### src/rtl/jsr_pkg.sv
// Constants and state types for the shutdown readback test-port sequencer.
package jsr_pkg;

    // Clock rates; the test clock is made here by dividing mclk.
    localparam int MCLK_PERIOD_NS = 8;
    localparam int TCK_PERIOD_NS  = 80;
    localparam int TCK_HALF_CYC   = (TCK_PERIOD_NS / (2 * MCLK_PERIOD_NS) < 1) ? 1 :
                                    TCK_PERIOD_NS / (2 * MCLK_PERIOD_NS);

    // Instruction codes, six bits, shifted least significant bit first.
    localparam logic [5:0] CFG_IN_INSTR  = 6'h05;
    localparam logic [5:0] CFG_OUT_INSTR = 6'h04;
    localparam int         IR_LOW_BITS   = 5;
    localparam int         IR_MSB        = 5;

    // Cycle counts of the fixed walks through the state graph.
    localparam int IDLE_WAIT_CYC  = 12;
    localparam int TO_SELECT_CYC  = 2;
    localparam int TO_SHIFT_CYC   = 2;
    localparam int TO_SEL_IR_CYC  = 3;
    localparam int TO_TLR_CYC     = 3;
    localparam int EXIT_CYC       = 1;
    localparam int PKT_LOW_BITS   = 351;
    localparam int WORD_BITS      = 32;

    // Packet stream words, in shift order.
    localparam logic [31:0] DUMMY_WORD              = 32'hFFFFFFFF;
    localparam logic [31:0] SYNC_WORD               = 32'hAA995566;
    localparam logic [31:0] NO_OPERATION_WORD       = 32'h20000000;
    localparam logic [31:0] CMD_HEADER              = 32'h30008001;
    localparam logic [31:0] READBACK_CONFIG_COMMAND = 32'h00000004;
    localparam logic [31:0] ADDR_HEADER             = 32'h30002001;
    localparam logic [31:0] START_ADDRESS           = 32'h00000000;
    localparam logic [31:0] READOUT_HEADER          = 32'h28006000;
    localparam logic [31:0] COUNT_HEADER            = 32'h48024090;
    localparam int          COUNT_FIELD_BITS        = 27;

    // Step numbers of the sequence.
    localparam logic [4:0] ST_IDLE_WAIT  = 5'h00;
    localparam logic [4:0] ST_SEL_IR_A   = 5'h01;
    localparam logic [4:0] ST_SHIFT_IR_A = 5'h02;
    localparam logic [4:0] ST_IR_IN      = 5'h03;
    localparam logic [4:0] ST_IR_IN_MSB  = 5'h04;
    localparam logic [4:0] ST_SEL_DR_A   = 5'h05;
    localparam logic [4:0] ST_SHIFT_DR_A = 5'h06;
    localparam logic [4:0] ST_PKT        = 5'h07;
    localparam logic [4:0] ST_PKT_LSB    = 5'h08;
    localparam logic [4:0] ST_SEL_IR_B   = 5'h09;
    localparam logic [4:0] ST_SHIFT_IR_B = 5'h0A;
    localparam logic [4:0] ST_IR_OUT     = 5'h0B;
    localparam logic [4:0] ST_IR_OUT_MSB = 5'h0C;
    localparam logic [4:0] ST_SEL_DR_B   = 5'h0D;
    localparam logic [4:0] ST_SHIFT_DR_B = 5'h0E;
    localparam logic [4:0] ST_READ       = 5'h0F;
    localparam logic [4:0] ST_READ_LAST  = 5'h10;
    localparam logic [4:0] ST_SEL_IR_C   = 5'h11;
    localparam logic [4:0] ST_SHIFT_IR_C = 5'h12;
    localparam logic [4:0] ST_TLR        = 5'h13;

    typedef enum logic [2:0] {
        JSR_IDLE = 3'h1,
        JSR_RUN  = 3'h2,
        JSR_PARK = 3'h4
    } jsr_state_e;

    typedef struct packed {
        jsr_state_e  state;
        logic [4:0]  step;
        logic [31:0] bitCnt;
        logic [7:0]  div;
        logic        tck;
        logic        tms;
        logic        tdi;
        logic        tdoMeta;
        logic        tdoSync;
        logic [31:0] rbCnt;
        logic [31:0] shiftW;
        logic [31:0] rbWord;
        logic        rbValid;
        logic        busy;
        logic        done;
    } jsr_regs_s;

endpackage

### src/rtl/jsr_readback_host.sv
// Functional notes
// RQ1 - Idle in Run-Test/Idle twelve cycles, TMS low.
// RQ2 - Two high, two low to Shift-IR.
// RQ3 - Load input instruction, last bit exits.
// RQ4 - Two high, two low to Shift-DR.
// RQ5 - Shift eleven packet words, MSB first.
// RQ6 - 351 low cycles, last bit with TMS high.
// RQ7 - Three high, two low to Shift-IR.
// RQ8 - Load output instruction, last bit exits.
// RQ9 - Read bits with TMS low, count minus one.
// RQ10 - Final read bit taken with TMS high once.
// RQ11 - Select-IR, Shift-IR, then three high to reset.
// RQ12 - Discard the first dummy readback frame.
// RQ13 - Device drops done during shutdown.
// RQ14 - Drive TDI low when it is don't-care.
`timescale 1ns/1ns
`default_nettype none

module jsr_readback_host #(
    // Half period of tck in mclk cycles; at least three for the TDO synchroniser.
    parameter int          TCK_HALF    = jsr_pkg::TCK_HALF_CYC,
    // Words to read, taken from the count header by default.
    parameter logic [31:0] RB_WORDS    = 32'(jsr_pkg::COUNT_HEADER[jsr_pkg::COUNT_FIELD_BITS-1:0]),
    // Dummy words dropped ahead of real frame data; must stay below RB_WORDS.
    parameter logic [31:0] FRAME_WORDS = 32'h00000001
) (
    // Clock, reset and the request to begin a walk.
    input  wire logic        mclk,
    input  wire logic        rst_n,
    input  wire logic        start,
    // Test port pins; tdo arrives from the device's side and is not timed to mclk.
    input  wire logic        tdo,
    output logic             tck,
    output logic             tms,
    output logic             tdi,
    // Status and readback words for the user side.
    output logic             busy,
    output logic             done,
    output logic [31:0]      rbWord,
    output logic             rbValid
);

    // Derived counts. The read length is fixed when the block is built, so a host
    // that wants a different frame range needs a different instance. The count
    // header it shifts is a package constant and does not follow RB_WORDS, so a
    // shorter read simply stops early and leaves the rest of the frames unread.
    // DIV_LAST closes one half period of the test clock.
    localparam logic [31:0] RB_BITS      = 32'(RB_WORDS * jsr_pkg::WORD_BITS);
    localparam logic [31:0] DISCARD_BITS = 32'(FRAME_WORDS * jsr_pkg::WORD_BITS);
    localparam logic [7:0]  DIV_LAST     = 8'(TCK_HALF - 1);
    localparam logic [4:0]  WORD_LAST    = 5'(jsr_pkg::WORD_BITS - 1);

    // Whole state of the sequencer: the registered copy and the value it takes at the
    // next edge of mclk.
    jsr_pkg::jsr_regs_s r_reg;
    jsr_pkg::jsr_regs_s r_next;

    // TMS level held through each step. Every exit step carries TMS high together with
    // its last data bit, so the shift state is left on the very bit that completes the
    // register; a separate exit clock would push one bit too many.
    function automatic logic stepTms(input logic [4:0] s);
        logic v;
        v = 1'b0;
        unique case (s)
            jsr_pkg::ST_IDLE_WAIT:  v = 1'b0;   // RQ1
            jsr_pkg::ST_SEL_IR_A:   v = 1'b1;   // RQ2
            jsr_pkg::ST_SHIFT_IR_A: v = 1'b0;   // RQ2
            jsr_pkg::ST_IR_IN:      v = 1'b0;   // RQ3
            jsr_pkg::ST_IR_IN_MSB:  v = 1'b1;   // RQ3
            jsr_pkg::ST_SEL_DR_A:   v = 1'b1;   // RQ4
            jsr_pkg::ST_SHIFT_DR_A: v = 1'b0;   // RQ4
            jsr_pkg::ST_PKT:        v = 1'b0;   // RQ6
            jsr_pkg::ST_PKT_LSB:    v = 1'b1;   // RQ6
            jsr_pkg::ST_SEL_IR_B:   v = 1'b1;   // RQ7
            jsr_pkg::ST_SHIFT_IR_B: v = 1'b0;   // RQ7
            jsr_pkg::ST_IR_OUT:     v = 1'b0;   // RQ8
            jsr_pkg::ST_IR_OUT_MSB: v = 1'b1;   // RQ8
            jsr_pkg::ST_SEL_DR_B:   v = 1'b1;   // RQ4
            jsr_pkg::ST_SHIFT_DR_B: v = 1'b0;   // RQ4
            jsr_pkg::ST_READ:       v = 1'b0;   // RQ9
            jsr_pkg::ST_READ_LAST:  v = 1'b1;   // RQ10
            jsr_pkg::ST_SEL_IR_C:   v = 1'b1;   // RQ11
            jsr_pkg::ST_SHIFT_IR_C: v = 1'b0;   // RQ11
            jsr_pkg::ST_TLR:        v = 1'b1;   // RQ11
            default: begin
                // Unused step codes are never reached; low is a harmless level.
                v = 1'b0;
            end
        endcase
        return v;
    endfunction

    // Number of test clock cycles spent in each step. The counter is as wide as the
    // read length so that a full frame range fits in it; exit steps fall to the
    // default of one cycle, which is where TMS goes high with the last bit.
    // A read length of one bit would leave the read step empty and is not supported.
    function automatic logic [31:0] stepLen(input logic [4:0] s);
        logic [31:0] n;
        n = 32'(jsr_pkg::EXIT_CYC);
        unique case (s)
            jsr_pkg::ST_IDLE_WAIT:  n = 32'(jsr_pkg::IDLE_WAIT_CYC);   // RQ1
            jsr_pkg::ST_SEL_IR_A:   n = 32'(jsr_pkg::TO_SELECT_CYC);   // RQ2
            jsr_pkg::ST_SHIFT_IR_A: n = 32'(jsr_pkg::TO_SHIFT_CYC);    // RQ2
            jsr_pkg::ST_IR_IN:      n = 32'(jsr_pkg::IR_LOW_BITS);     // RQ3
            jsr_pkg::ST_SEL_DR_A:   n = 32'(jsr_pkg::TO_SELECT_CYC);   // RQ4
            jsr_pkg::ST_SHIFT_DR_A: n = 32'(jsr_pkg::TO_SHIFT_CYC);    // RQ4
            jsr_pkg::ST_PKT:        n = 32'(jsr_pkg::PKT_LOW_BITS);    // RQ6
            jsr_pkg::ST_SEL_IR_B:   n = 32'(jsr_pkg::TO_SEL_IR_CYC);   // RQ7
            jsr_pkg::ST_SHIFT_IR_B: n = 32'(jsr_pkg::TO_SHIFT_CYC);    // RQ7
            jsr_pkg::ST_IR_OUT:     n = 32'(jsr_pkg::IR_LOW_BITS);     // RQ8
            jsr_pkg::ST_SEL_DR_B:   n = 32'(jsr_pkg::TO_SELECT_CYC);   // RQ4
            jsr_pkg::ST_SHIFT_DR_B: n = 32'(jsr_pkg::TO_SHIFT_CYC);    // RQ4
            jsr_pkg::ST_READ:       n = RB_BITS - 32'h00000001;        // RQ9
            jsr_pkg::ST_SEL_IR_C:   n = 32'(jsr_pkg::TO_SEL_IR_CYC);   // RQ11
            jsr_pkg::ST_SHIFT_IR_C: n = 32'(jsr_pkg::TO_SHIFT_CYC);    // RQ11
            jsr_pkg::ST_TLR:        n = 32'(jsr_pkg::TO_TLR_CYC);      // RQ11
            default: begin
                n = 32'(jsr_pkg::EXIT_CYC);                            // RQ10
            end
        endcase
        return n;
    endfunction

    // Packet stream word by position. Positions past the count header are the two
    // flushing no-operation words; the device does nothing with them, but they push
    // the read request through its packet buffer before the instruction changes.
    // The position is the bit index divided by the word width.
    function automatic logic [31:0] packetWord(input logic [3:0] i);
        logic [31:0] w;
        w = jsr_pkg::NO_OPERATION_WORD;
        unique case (i)
            4'h0: w = jsr_pkg::DUMMY_WORD;
            4'h1: w = jsr_pkg::SYNC_WORD;
            4'h2: w = jsr_pkg::NO_OPERATION_WORD;
            4'h3: w = jsr_pkg::CMD_HEADER;
            4'h4: w = jsr_pkg::READBACK_CONFIG_COMMAND;
            4'h5: w = jsr_pkg::ADDR_HEADER;
            4'h6: w = jsr_pkg::START_ADDRESS;
            4'h7: w = jsr_pkg::READOUT_HEADER;
            4'h8: w = jsr_pkg::COUNT_HEADER;
            default: begin
                w = jsr_pkg::NO_OPERATION_WORD;
            end
        endcase
        return w;
    endfunction

    // TDI level for a given step and bit position within it. Instruction bits go out
    // least significant first, packet words most significant first; every other step
    // drives low so the pin never wanders while its value does not matter.
    function automatic logic tdiBit(input logic [4:0] s, input logic [31:0] b);
        logic        v;
        logic [8:0]  idx;
        logic [31:0] w;
        v   = 1'b0;                                                    // RQ14
        idx = 9'(b);
        w   = 32'h00000000;
        unique case (s)
            jsr_pkg::ST_IR_IN:      v = jsr_pkg::CFG_IN_INSTR[idx[2:0]];   // RQ3
            jsr_pkg::ST_IR_IN_MSB:  v = jsr_pkg::CFG_IN_INSTR[jsr_pkg::IR_MSB];
            jsr_pkg::ST_IR_OUT:     v = jsr_pkg::CFG_OUT_INSTR[idx[2:0]];  // RQ8
            jsr_pkg::ST_IR_OUT_MSB: v = jsr_pkg::CFG_OUT_INSTR[jsr_pkg::IR_MSB];
            jsr_pkg::ST_PKT, jsr_pkg::ST_PKT_LSB: begin
                // The exit step carries the very last bit of the stream, which is the
                // least significant bit of the second flushing word.
                if (s == jsr_pkg::ST_PKT_LSB) begin
                    idx = 9'(jsr_pkg::PKT_LOW_BITS);                    // RQ6
                end
                w = packetWord(idx[8:5]);
                v = w[~idx[4:0]];                                       // RQ5
            end
            default: begin
                v = 1'b0;                                               // RQ14
            end
        endcase
        return v;
    endfunction

    // Appends one received bit below the bits already held; the first bit of a word
    // thus ends up in bit 31.
    function automatic logic [31:0] shiftIn(input logic [31:0] w, input logic b);
        return {w[30:0], b};
    endfunction

    // Sequencer: divides mclk into the test clock, changes TMS and TDI on falling
    // edges and samples TDO on rising edges, when it has been stable half a period.
    // One walk, in test clock cycles:
    //   idle wait 12, to Select-IR 2, to Shift-IR 2, input instruction 5 + 1,
    //   to Select-DR 2, to Shift-DR 2, packet stream 351 + 1, to Select-IR 3,
    //   to Shift-IR 2, output instruction 5 + 1, to Select-DR 2, to Shift-DR 2,
    //   readback RB_BITS - 1 + 1, to Select-IR 3, to Shift-IR 2, to reset 3.
    // The step counter advances on the rise that consumes the last bit of a step,
    // so the following fall already presents the first bit of the next step.
    // TDO passes two flip-flops; with a half period of at least three mclk cycles
    // the synchronised copy is settled before the rise that samples it.
    // A start while busy is ignored. Only reset cuts a walk short, and the device's
    // port then stays in whatever state the walk had reached, since tck stops too.
    // The strobe for a finished word lasts one mclk cycle.
    always_comb begin
        r_next         = r_reg;
        r_next.rbValid = 1'b0;
        // Two-flop synchroniser for TDO; only tdoSync is read by the shift logic.
        r_next.tdoMeta = tdo;
        r_next.tdoSync = r_reg.tdoMeta;
        // Idle waits for start; run and park share the divider.
        unique case (r_reg.state)
            jsr_pkg::JSR_IDLE: begin
                // A start seeds the first step; TMS goes low for the idle wait at once.
                if (start) begin
                    r_next.state  = jsr_pkg::JSR_RUN;
                    r_next.step   = jsr_pkg::ST_IDLE_WAIT;
                    r_next.bitCnt = 32'h00000000;
                    r_next.rbCnt  = 32'h00000000;
                    r_next.div    = 8'h00;
                    r_next.tck    = 1'b0;
                    r_next.tms    = stepTms(jsr_pkg::ST_IDLE_WAIT);     // RQ1
                    r_next.tdi    = 1'b0;                               // RQ14
                    r_next.busy   = 1'b1;
                    r_next.done   = 1'b0;
                end
            end
            jsr_pkg::JSR_RUN, jsr_pkg::JSR_PARK: begin
                if (r_reg.div == DIV_LAST) begin
                    r_next.div = 8'h00;
                    r_next.tck = ~r_reg.tck;
                    if (!r_reg.tck && r_reg.state == jsr_pkg::JSR_RUN) begin
                        // Rising edge: the current bit is consumed. TMS and TDI were set
                        // half a period ago and TDO has had time to pass the synchroniser.
                        if (r_reg.step == jsr_pkg::ST_READ || r_reg.step == jsr_pkg::ST_READ_LAST) begin
                            r_next.shiftW = shiftIn(r_reg.shiftW, r_reg.tdoSync);           // RQ9
                            r_next.rbCnt  = r_reg.rbCnt + 32'h00000001;
                            // Words inside the dummy frame never reach the user side; the
                            // device fills its frame buffer with them before real data.
                            if (r_reg.rbCnt[4:0] == WORD_LAST && r_reg.rbCnt >= DISCARD_BITS) begin
                                r_next.rbWord  = shiftIn(r_reg.shiftW, r_reg.tdoSync);      // RQ12
                                r_next.rbValid = 1'b1;
                            end
                        end
                        // Step bookkeeping: move on after the last cycle of the current step.
                        if (r_reg.bitCnt == stepLen(r_reg.step) - 32'h00000001) begin
                            r_next.bitCnt = 32'h00000000;
                            if (r_reg.step == jsr_pkg::ST_TLR) begin
                                r_next.state = jsr_pkg::JSR_PARK;                            // RQ11
                            end else begin
                                r_next.step = r_reg.step + 5'h01;
                            end
                        end else begin
                            r_next.bitCnt = r_reg.bitCnt + 32'h00000001;
                        end
                    end else if (r_reg.tck) begin
                        // Falling edge: present the next bit, so that it has a full half
                        // period to settle at the device before the rise that takes it.
                        if (r_reg.state == jsr_pkg::JSR_PARK) begin
                            // Last fall of the walk: hand the sequence back to the user side.
                            r_next.state = jsr_pkg::JSR_IDLE;
                            r_next.busy  = 1'b0;
                            r_next.done  = 1'b1;
                            r_next.tdi   = 1'b0;                                             // RQ14
                        end else begin
                            r_next.tms = stepTms(r_reg.step);                                // RQ10
                            r_next.tdi = tdiBit(r_reg.step, r_reg.bitCnt);
                        end
                    end
                end else begin
                    // Between edges of tck the divider just counts.
                    r_next.div = r_reg.div + 8'h01;
                end
            end
            default: begin
                // An illegal state code returns to idle rather than driving the port.
                r_next.state = jsr_pkg::JSR_IDLE;
                r_next.busy  = 1'b0;
            end
        endcase
    end

    // Register bank; TMS rests high so the port stays in Test-Logic-Reset when idle.
    // Reset is synchronous: a mid-run reset stops the test clock low at the next edge
    // of mclk, which the device sees as a clock that simply stops.
    // The divider and counters restart from zero with the next start.
    always_ff @(posedge mclk) begin
        if (!rst_n) begin
            r_reg       <= '0;
            r_reg.state <= jsr_pkg::JSR_IDLE;
            r_reg.tms   <= 1'b1;
        end else begin
            r_reg <= r_next;
        end
    end

    // Outputs come directly from the register bank, so no pin carries a combinational
    // path from start or tdo, and every pin changes only on an edge of mclk.
    assign tck     = r_reg.tck;
    assign tms     = r_reg.tms;
    assign tdi     = r_reg.tdi;
    assign busy    = r_reg.busy;
    assign done    = r_reg.done;
    assign rbWord  = r_reg.rbWord;
    assign rbValid = r_reg.rbValid;

endmodule

`default_nettype wire

### config.mk
export PLATFORM = sky130hd
export DESIGN_NAME = jsr_readback_host
export DESIGN_NICKNAME = d
export VERILOG_FILES = /design/src/rtl/jsr_pkg.sv /design/src/rtl/jsr_readback_host.sv
export SDC_FILE = /design/constraint.sdc
export NUM_CORES = 1
export LEC_CHECK = 0
export BUFFER_PORTS_ARGS = -buffer_cell sky130_fd_sc_hd__buf_4
export CAP_MARGIN = 20
export CORE_UTILIZATION = 35
export DETAILED_ROUTE_END_ITERATION = 10
export PLACE_DENSITY = 0.59
export SYNTH_ARGS = -nofsm -noshare
export SYNTH_HDL_FRONTEND = slang
export SYNTH_SLANG_ARGS = --single-unit
export TNS_END_PERCENT = 5
### constraint.sdc
create_clock -name mclk -period 4.1 [get_ports mclk]
set_clock_uncertainty 0.15 [all_clocks]
set_input_delay 0.82 -clock mclk [delete_from_list [all_inputs] [get_ports mclk]]
set_output_delay 0.82 -clock mclk [all_outputs]
set_load 0.02 [all_outputs]
== Word-level counts from Yosys, hierarchy flattened ==
Memory sizes are Yosys's and may differ from the RTL's. A register that Yosys moved wholly into a read port is not among the register bits.
Index checks and enable logic that the tools add are counted.
Word-level totals
  register bits after elaboration: 152
  memory bits (read-only): 944
  bits of input ports: 4
  memories kept: 5
Memories
  (name not given): depth 16, bits a word 32, read ports 1, clocked after Yosys merged registers in 0, wr ports 0, line jsr_readback_host.sv:131  | unique case (i)
  (name not given): depth 32, bits a word 12, read ports 1, clocked after Yosys merged registers in 1, wr ports 0, line jsr_readback_host.sv:100  | unique case (s)
  (name not given): depth 32, bits a word 1, read ports 1, clocked after Yosys merged registers in 1, wr ports 0, line jsr_readback_host.sv:64  | unique case (s)
  (name not given): depth 8, bits a word 1, read ports 1, clocked after Yosys merged registers in 1, wr ports 0, line jsr_readback_host.sv:161  | jsr_pkg::ST_IR_OUT: v = jsr_pkg::CFG_OUT_INSTR[idx[2:0]];
  (name not given): depth 8, bits a word 1, read ports 1, clocked after Yosys merged registers in 1, wr ports 0, line jsr_readback_host.sv:159  | jsr_pkg::ST_IR_IN: v = jsr_pkg::CFG_IN_INSTR[idx[2:0]];
Operators by class
  $add $sub $neg: 5
  order comparisons: 3
  equality and inequality tests: 27
  muxes and demuxes: 59
  bitwise logic cells: 2
  reduce and logical (&&, ||, !) cells: 20
Operators with widths (number)
  two-way mux 32 bit: 11
  two-way mux 97 bit: 2
  two-way mux 99 bit: 1
  case mux 48 bit (2 select lines): 1
  adder 32 x 1 -> 32 bit, second input constant: 2
  case mux 32 bit (2 select lines): 1
  two-way mux 9 bit: 7
  two-way mux 51 bit: 1
  two-way mux 40 bit: 1
  two-way mux 37 bit: 1
  two-way mux 33 bit: 1
  equality test 32 bit: 1
  >= comparator 32 x 6 -> 1 bit, second input constant: 1
  subtractor 32 x 1 -> 32 bit, second input constant: 1
  two-way mux 3 bit: 9
  two-way mux 5 bit: 5
  AND reduction 5 bit: 5
  AND reduction 6 bit: 4
  inequality test 2 bit, second input constant: 10
  two-way mux 8 bit: 2
  equality test 5 x 4 -> 1 bit, second input constant: 3
  equality test 5 bit, second input constant: 3
  two-way mux 2 bit: 6
  inequality test 3 bit, second input constant: 4
  other kinds (25): 33

== Logic depth before layout (Yosys ltp) ==
An unclocked memory read counts as a cell.
  word-level depth: 25
  depth in mapped cells: 19
  depth with buffers taken out: 18

== Worst setup path before layout ==
OpenSTA, ideal clock, no wires.
  path kind: flip-flop to flip-flop
  start point: register with a tool-made name
  end point: register with a tool-made name
  library setup time: 127 ps
  arrival time: 3346 ps
  required time: 3823 ps
  slack: 477 ps
  cell stages (with the launch flop): 20
  path buffers: 1
  cell sequence: dfxtp_1 inv_1 ha_1 nor2b_1 and2_1 ha_1 xor2_1 nand4_1 nor4_1 and4b_1 and3_1 buf_6 nand3_1 o21ai_0 and2_1 inv_1 ha_1 inv_1 a32o_1 or3_1

==> Flow_metrics.wiki <==
{| class="wikitable"
! Metric !! Value
|-
| Run status || finished, final reports clean
|-
| Half-perimeter wire length of the detailed placement result || 11700 µm
|-
| Post-synthesis to final-layout area growth || 11.3%
|-
| ANT nets after route || 0
|-
| Switching part of the total power || 27.0%
|-
| Relative contribution of the clock network to total power || 47.3%
|-
| Register area share after synthesis || 39.5%
|-
| Total negative setup slack || 0 ns
|-
| Overflow after GRT || 0
|-
| Height of the die || 154 µm
|-
| Number of buffers created by CTS || 17
|-
| Yosys reg bits || 160
|-
| Cell chain of the critical path || inv_1 > ha_1 > nor2b_1 > and2_1 > ha_1 > xor2_1 > nand4_1 > nor4_2 > and4b_1 > and3_1 > nand3_1 > o21ai_0 > and2_1 > inv_1 > ha_1 > inv_1 > a32o_1 > or3_1
|-
| Total nets after synthesis || 1042
|-
| Max Slew Vio Count || 0
|-
| Critical Path Max Stage Delay || 0.38 ns
|-
| Largest net degree at the start of global routing || 41
|-
| F_max || 0.268 GHz
|-
| CP endpoint kind || register
|-
| Initial antenna violation count || 0
|-
| P_sw || 908 µW
|-
| Vias || 6619
|-
| Global-route usage over all layers || 15.0%
|-
| Number of DRC violations after detailed routing || 0
|-
| Fin nets || 1027
|-
| Worst EP required || 4.26 ns
|-
| Drt via density || 5.07
|-
| Maximum level of the CTS H-tree || 4
|-
| Slowest stage cell, crit path || sky130_fd_sc_hd__dfxtp_1
|-
| Floorplan Core Area || 22700 µm²
|-
| Yosys warns || 0
|-
| Count of mapped cells out of synthesis || 1022
|-
| Avg Inst Size Synth || 7.94 µm²
|-
| CTS Sinks || 160
|-
| Count of max-cap constraint violations || 0
|-
| Fin. Hold Viols || 0
|-
| Post-DR wirelength/cell || 13.3 µm
|-
| Hold WS || 0.297 ns
|-
| Initial drt markers || 312
|-
| Clock root cell || sky130_fd_sc_hd__clkbuf_16
|-
| FFs w/ async S/R, synth || 0%
|-
| Share of total power in combinational logic || 5.7%
|-
| Max reg flops || 112
|-
| DIE AREA || 23800 µm²
|-
| Wire length of the first global-routing pass || 29600 µm
|-
| P_leak || 0.00328 µW
|-
| Power per standard cell area || 372 nW/µm²
|-
| I/O pin cnt || 42
|-
| Mapped Area || 8120 µm²
|-
| Slew at the pin closest to its max-slew limit || 0.653 ns
|-
| Number of enable flip-flop cells after synthesis || 0
|-
| Clock network latency to the later pin of the worst-skew pair || 0.43 ns
|-
| Worst relative slew slack || 56.3%
|-
| Share of layout cells above drive strength 1 || 11.0%
|-
| Critical Path Fanout Max || 4
|-
| Cell-internal power || 2460 µW
|-
| # rows || 55
|-
| Number of global-route vias before repair || 6045
|-
| Number of hold-repair buffers added at the cts stage || 0
|-
| Prevailing post-synth register cell || sky130_fd_sc_hd__dfxtp_1
|-
| Setup ws final || 0.363 ns
|-
| Sequential power share || 47.0%
|-
| Number of input and output port buffers inserted || 41
|-
| Maximum resistive drop on vdd || 0.238 mV
|-
| Sum of internal, switching and leakage power || 3370 µW
|-
| Worst path arrival time || 3.89 ns
|-
| Horizontal die dimension || 154 µm
|-
| Starting density of the core || 35.8%
|-
| Nature of the critical path startpoint || register
|-
| Clock slew at reported path FFs || 0.07 ns
|-
| Category of the most critical setup path || register to register
|-
| Post-placement worst setup slack || 0.287 ns
|-
| Total Wirelength || 17300 µm
|-
| Count of different cell masters after synthesis || 81
|-
| RePlAce Congestion || 0.848
|-
| Shortest clock period the worst path allows after layout || 3.74 ns
|-
| Final setup viols || 0
|-
| Clock tree from TritonCTS || built
|-
| Buffers from clock root to sink, at most || 2
|-
| Router iterations before antenna repair || 7
|-
| Hold/Removal Path Class || register to register
|-
| Number of antenna repair diodes || 0
|-
| Final core utilization || 39.8%
|-
| Post-route fraction of the period consumed by the critical path || 91.2%
|-
| Unrepaired setup endpoints after global routing || no
|}
[cell type report]
type	count	area, µm²
Clock inverter	15	190
Multi-Input combinational cell	747	4340
Fill cell	2338	13700
Tap cell	285	357
Clock buffer	17	425
Inverter	24	90.1
Timing Repair Buffer	57	428
Sequential cell	160	3200
[stage by stage]
step           std cells  cell area, µm²
3_3_place_gp        1273            8420
6_report            1305            9040
5_1_grt             1305            9040
2_1_floorplan       1022            8120
3_5_place_dp        1273            8420
4_1_cts             1305            9030
[power by group through the flow]
stage               sequential (µW)  combinational [µW]  clock, µW
floorplan                      1610                 148          0
global placement               1620                 193          0
detailed placement             1620                 193          0
CTS                            1580                 194       1630
global route                   1580                 216       1700
finish                         1580                 192       1590
[critical path, delay by kind of cell (launching register included)]
kind                       cells  cell delay (ns)
DFF                            1             0.38
adders and majority gates      3             0.78
buffers and inverters          3             0.17
xor gates and xnor gates       1             0.16
AOI/OAI and AO/OA              2             0.31
and+or+nand+nor                9             1.67
[layout by cell type (no fill, tap or decap), drive strengths merged, types with 5 or more instances in the layout]
cell type	n
ha	16
nand4	10
inv	29
clkinv	9
nand2	186
nand2b	6
xor2	46
clkbuf	17
nor3	21
mux2i	9
buf	57
nor4	9
xnor2	23
and2	12
or3	13
a211oi	10
nor2	104
dfxtp	160
and4	5
o21ai	28
nand3	41
nand3b	5
nor4b	6
a21oi	98
and3	28
[timing repair]
item                                    CTS  global route
endpoints found under the setup margin    0             1
resized for setup                         0             2
buffers inserted                          0             0
hold endpoints to repair                  0             0
[Yosys cell counts (3+ instances only)]
master,number,area share (%)
sky130_fd_sc_hd__nor2b_1,4,0.31
sky130_fd_sc_hd__and3_1,27,2.1
sky130_fd_sc_hd__or4_1,4,0.37
sky130_fd_sc_hd__nand2_1,186,8.6
sky130_fd_sc_hd__dfxtp_1,160,39
sky130_fd_sc_hd__ha_1,16,2.5
sky130_fd_sc_hd__nand2b_1,6,0.46
sky130_fd_sc_hd__nand3_1,40,2.5
sky130_fd_sc_hd__nor4_1,9,0.69
sky130_fd_sc_hd__nor2_1,101,4.7
sky130_fd_sc_hd__a21o_1,4,0.37
sky130_fd_sc_hd__inv_1,24,1.1
sky130_fd_sc_hd__a211oi_1,9,0.83
sky130_fd_sc_hd__or3_1,13,1.0
sky130_fd_sc_hd__o21a_1,3,0.28
sky130_fd_sc_hd__nor4b_1,4,0.43
sky130_fd_sc_hd__a21oi_1,97,6.0
sky130_fd_sc_hd__and4_1,5,0.54
sky130_fd_sc_hd__and4b_1,3,0.37
sky130_fd_sc_hd__xnor2_1,23,2.5
sky130_fd_sc_hd__o211ai_1,4,0.37
sky130_fd_sc_hd__buf_1,3,0.14
sky130_fd_sc_hd__nand4_1,9,0.69
sky130_fd_sc_hd__clkbuf_1,47,2.2
sky130_fd_sc_hd__nand3b_1,5,0.46
sky130_fd_sc_hd__and2_1,12,0.92
sky130_fd_sc_hd__nor3_1,18,1.1
sky130_fd_sc_hd__nand4b_1,3,0.32
sky130_fd_sc_hd__xor2_1,46,5.0
sky130_fd_sc_hd__o21ai_0,28,1.7
sky130_fd_sc_hd__mux2i_1,9,1.1
sky130_fd_sc_hd__buf_4,34,3.1
sky130_fd_sc_hd__buf_2,4,0.25
[path summary, 6_finish.rpt]
kind         depth (start not counted)  slack, ns                   end                   from
max                                 18       0.36              register               register
min                                  1       0.30  r_reg[99]$_SDFF_PN0_  r_next[99]$_SDFF_PN0_
max reg2reg                         18       0.36              register               register
min reg2reg                          1       0.30  r_reg[99]$_SDFF_PN0_  r_next[99]$_SDFF_PN0_
[routing by layer]
| layer | vias up | global-route usage, % | share of wire (%) |
|---|---|---|---|
| met2 | 94 | 24.8 | 46 |
| met3 | 22 | 2.89 | 3.3 |
| met1 | 3067 | 19.6 | 49 |
| met4 | 0 | 5.04 | 1.5 |
| met5 | - | 0 | 0 |
| li1 | 3436 | - | - |
[cells by family (layout without fill, tap and decap cells)]
group                      after synthesis  after routing  share of synthesized area, %
and+or+nand+nor                        470            470                          28.5
AOI/OAI and AO/OA                      182            182                          13.7
buffers and inverters                  115            113                          7.15
DFF                                    160            160                          39.5
adders and majority gates               16             16                          2.47
muxes                                   10             10                          1.25
xor gates and xnor gates                69             69                          7.44
Note: power is estimated with default switching activity, not from simulation.
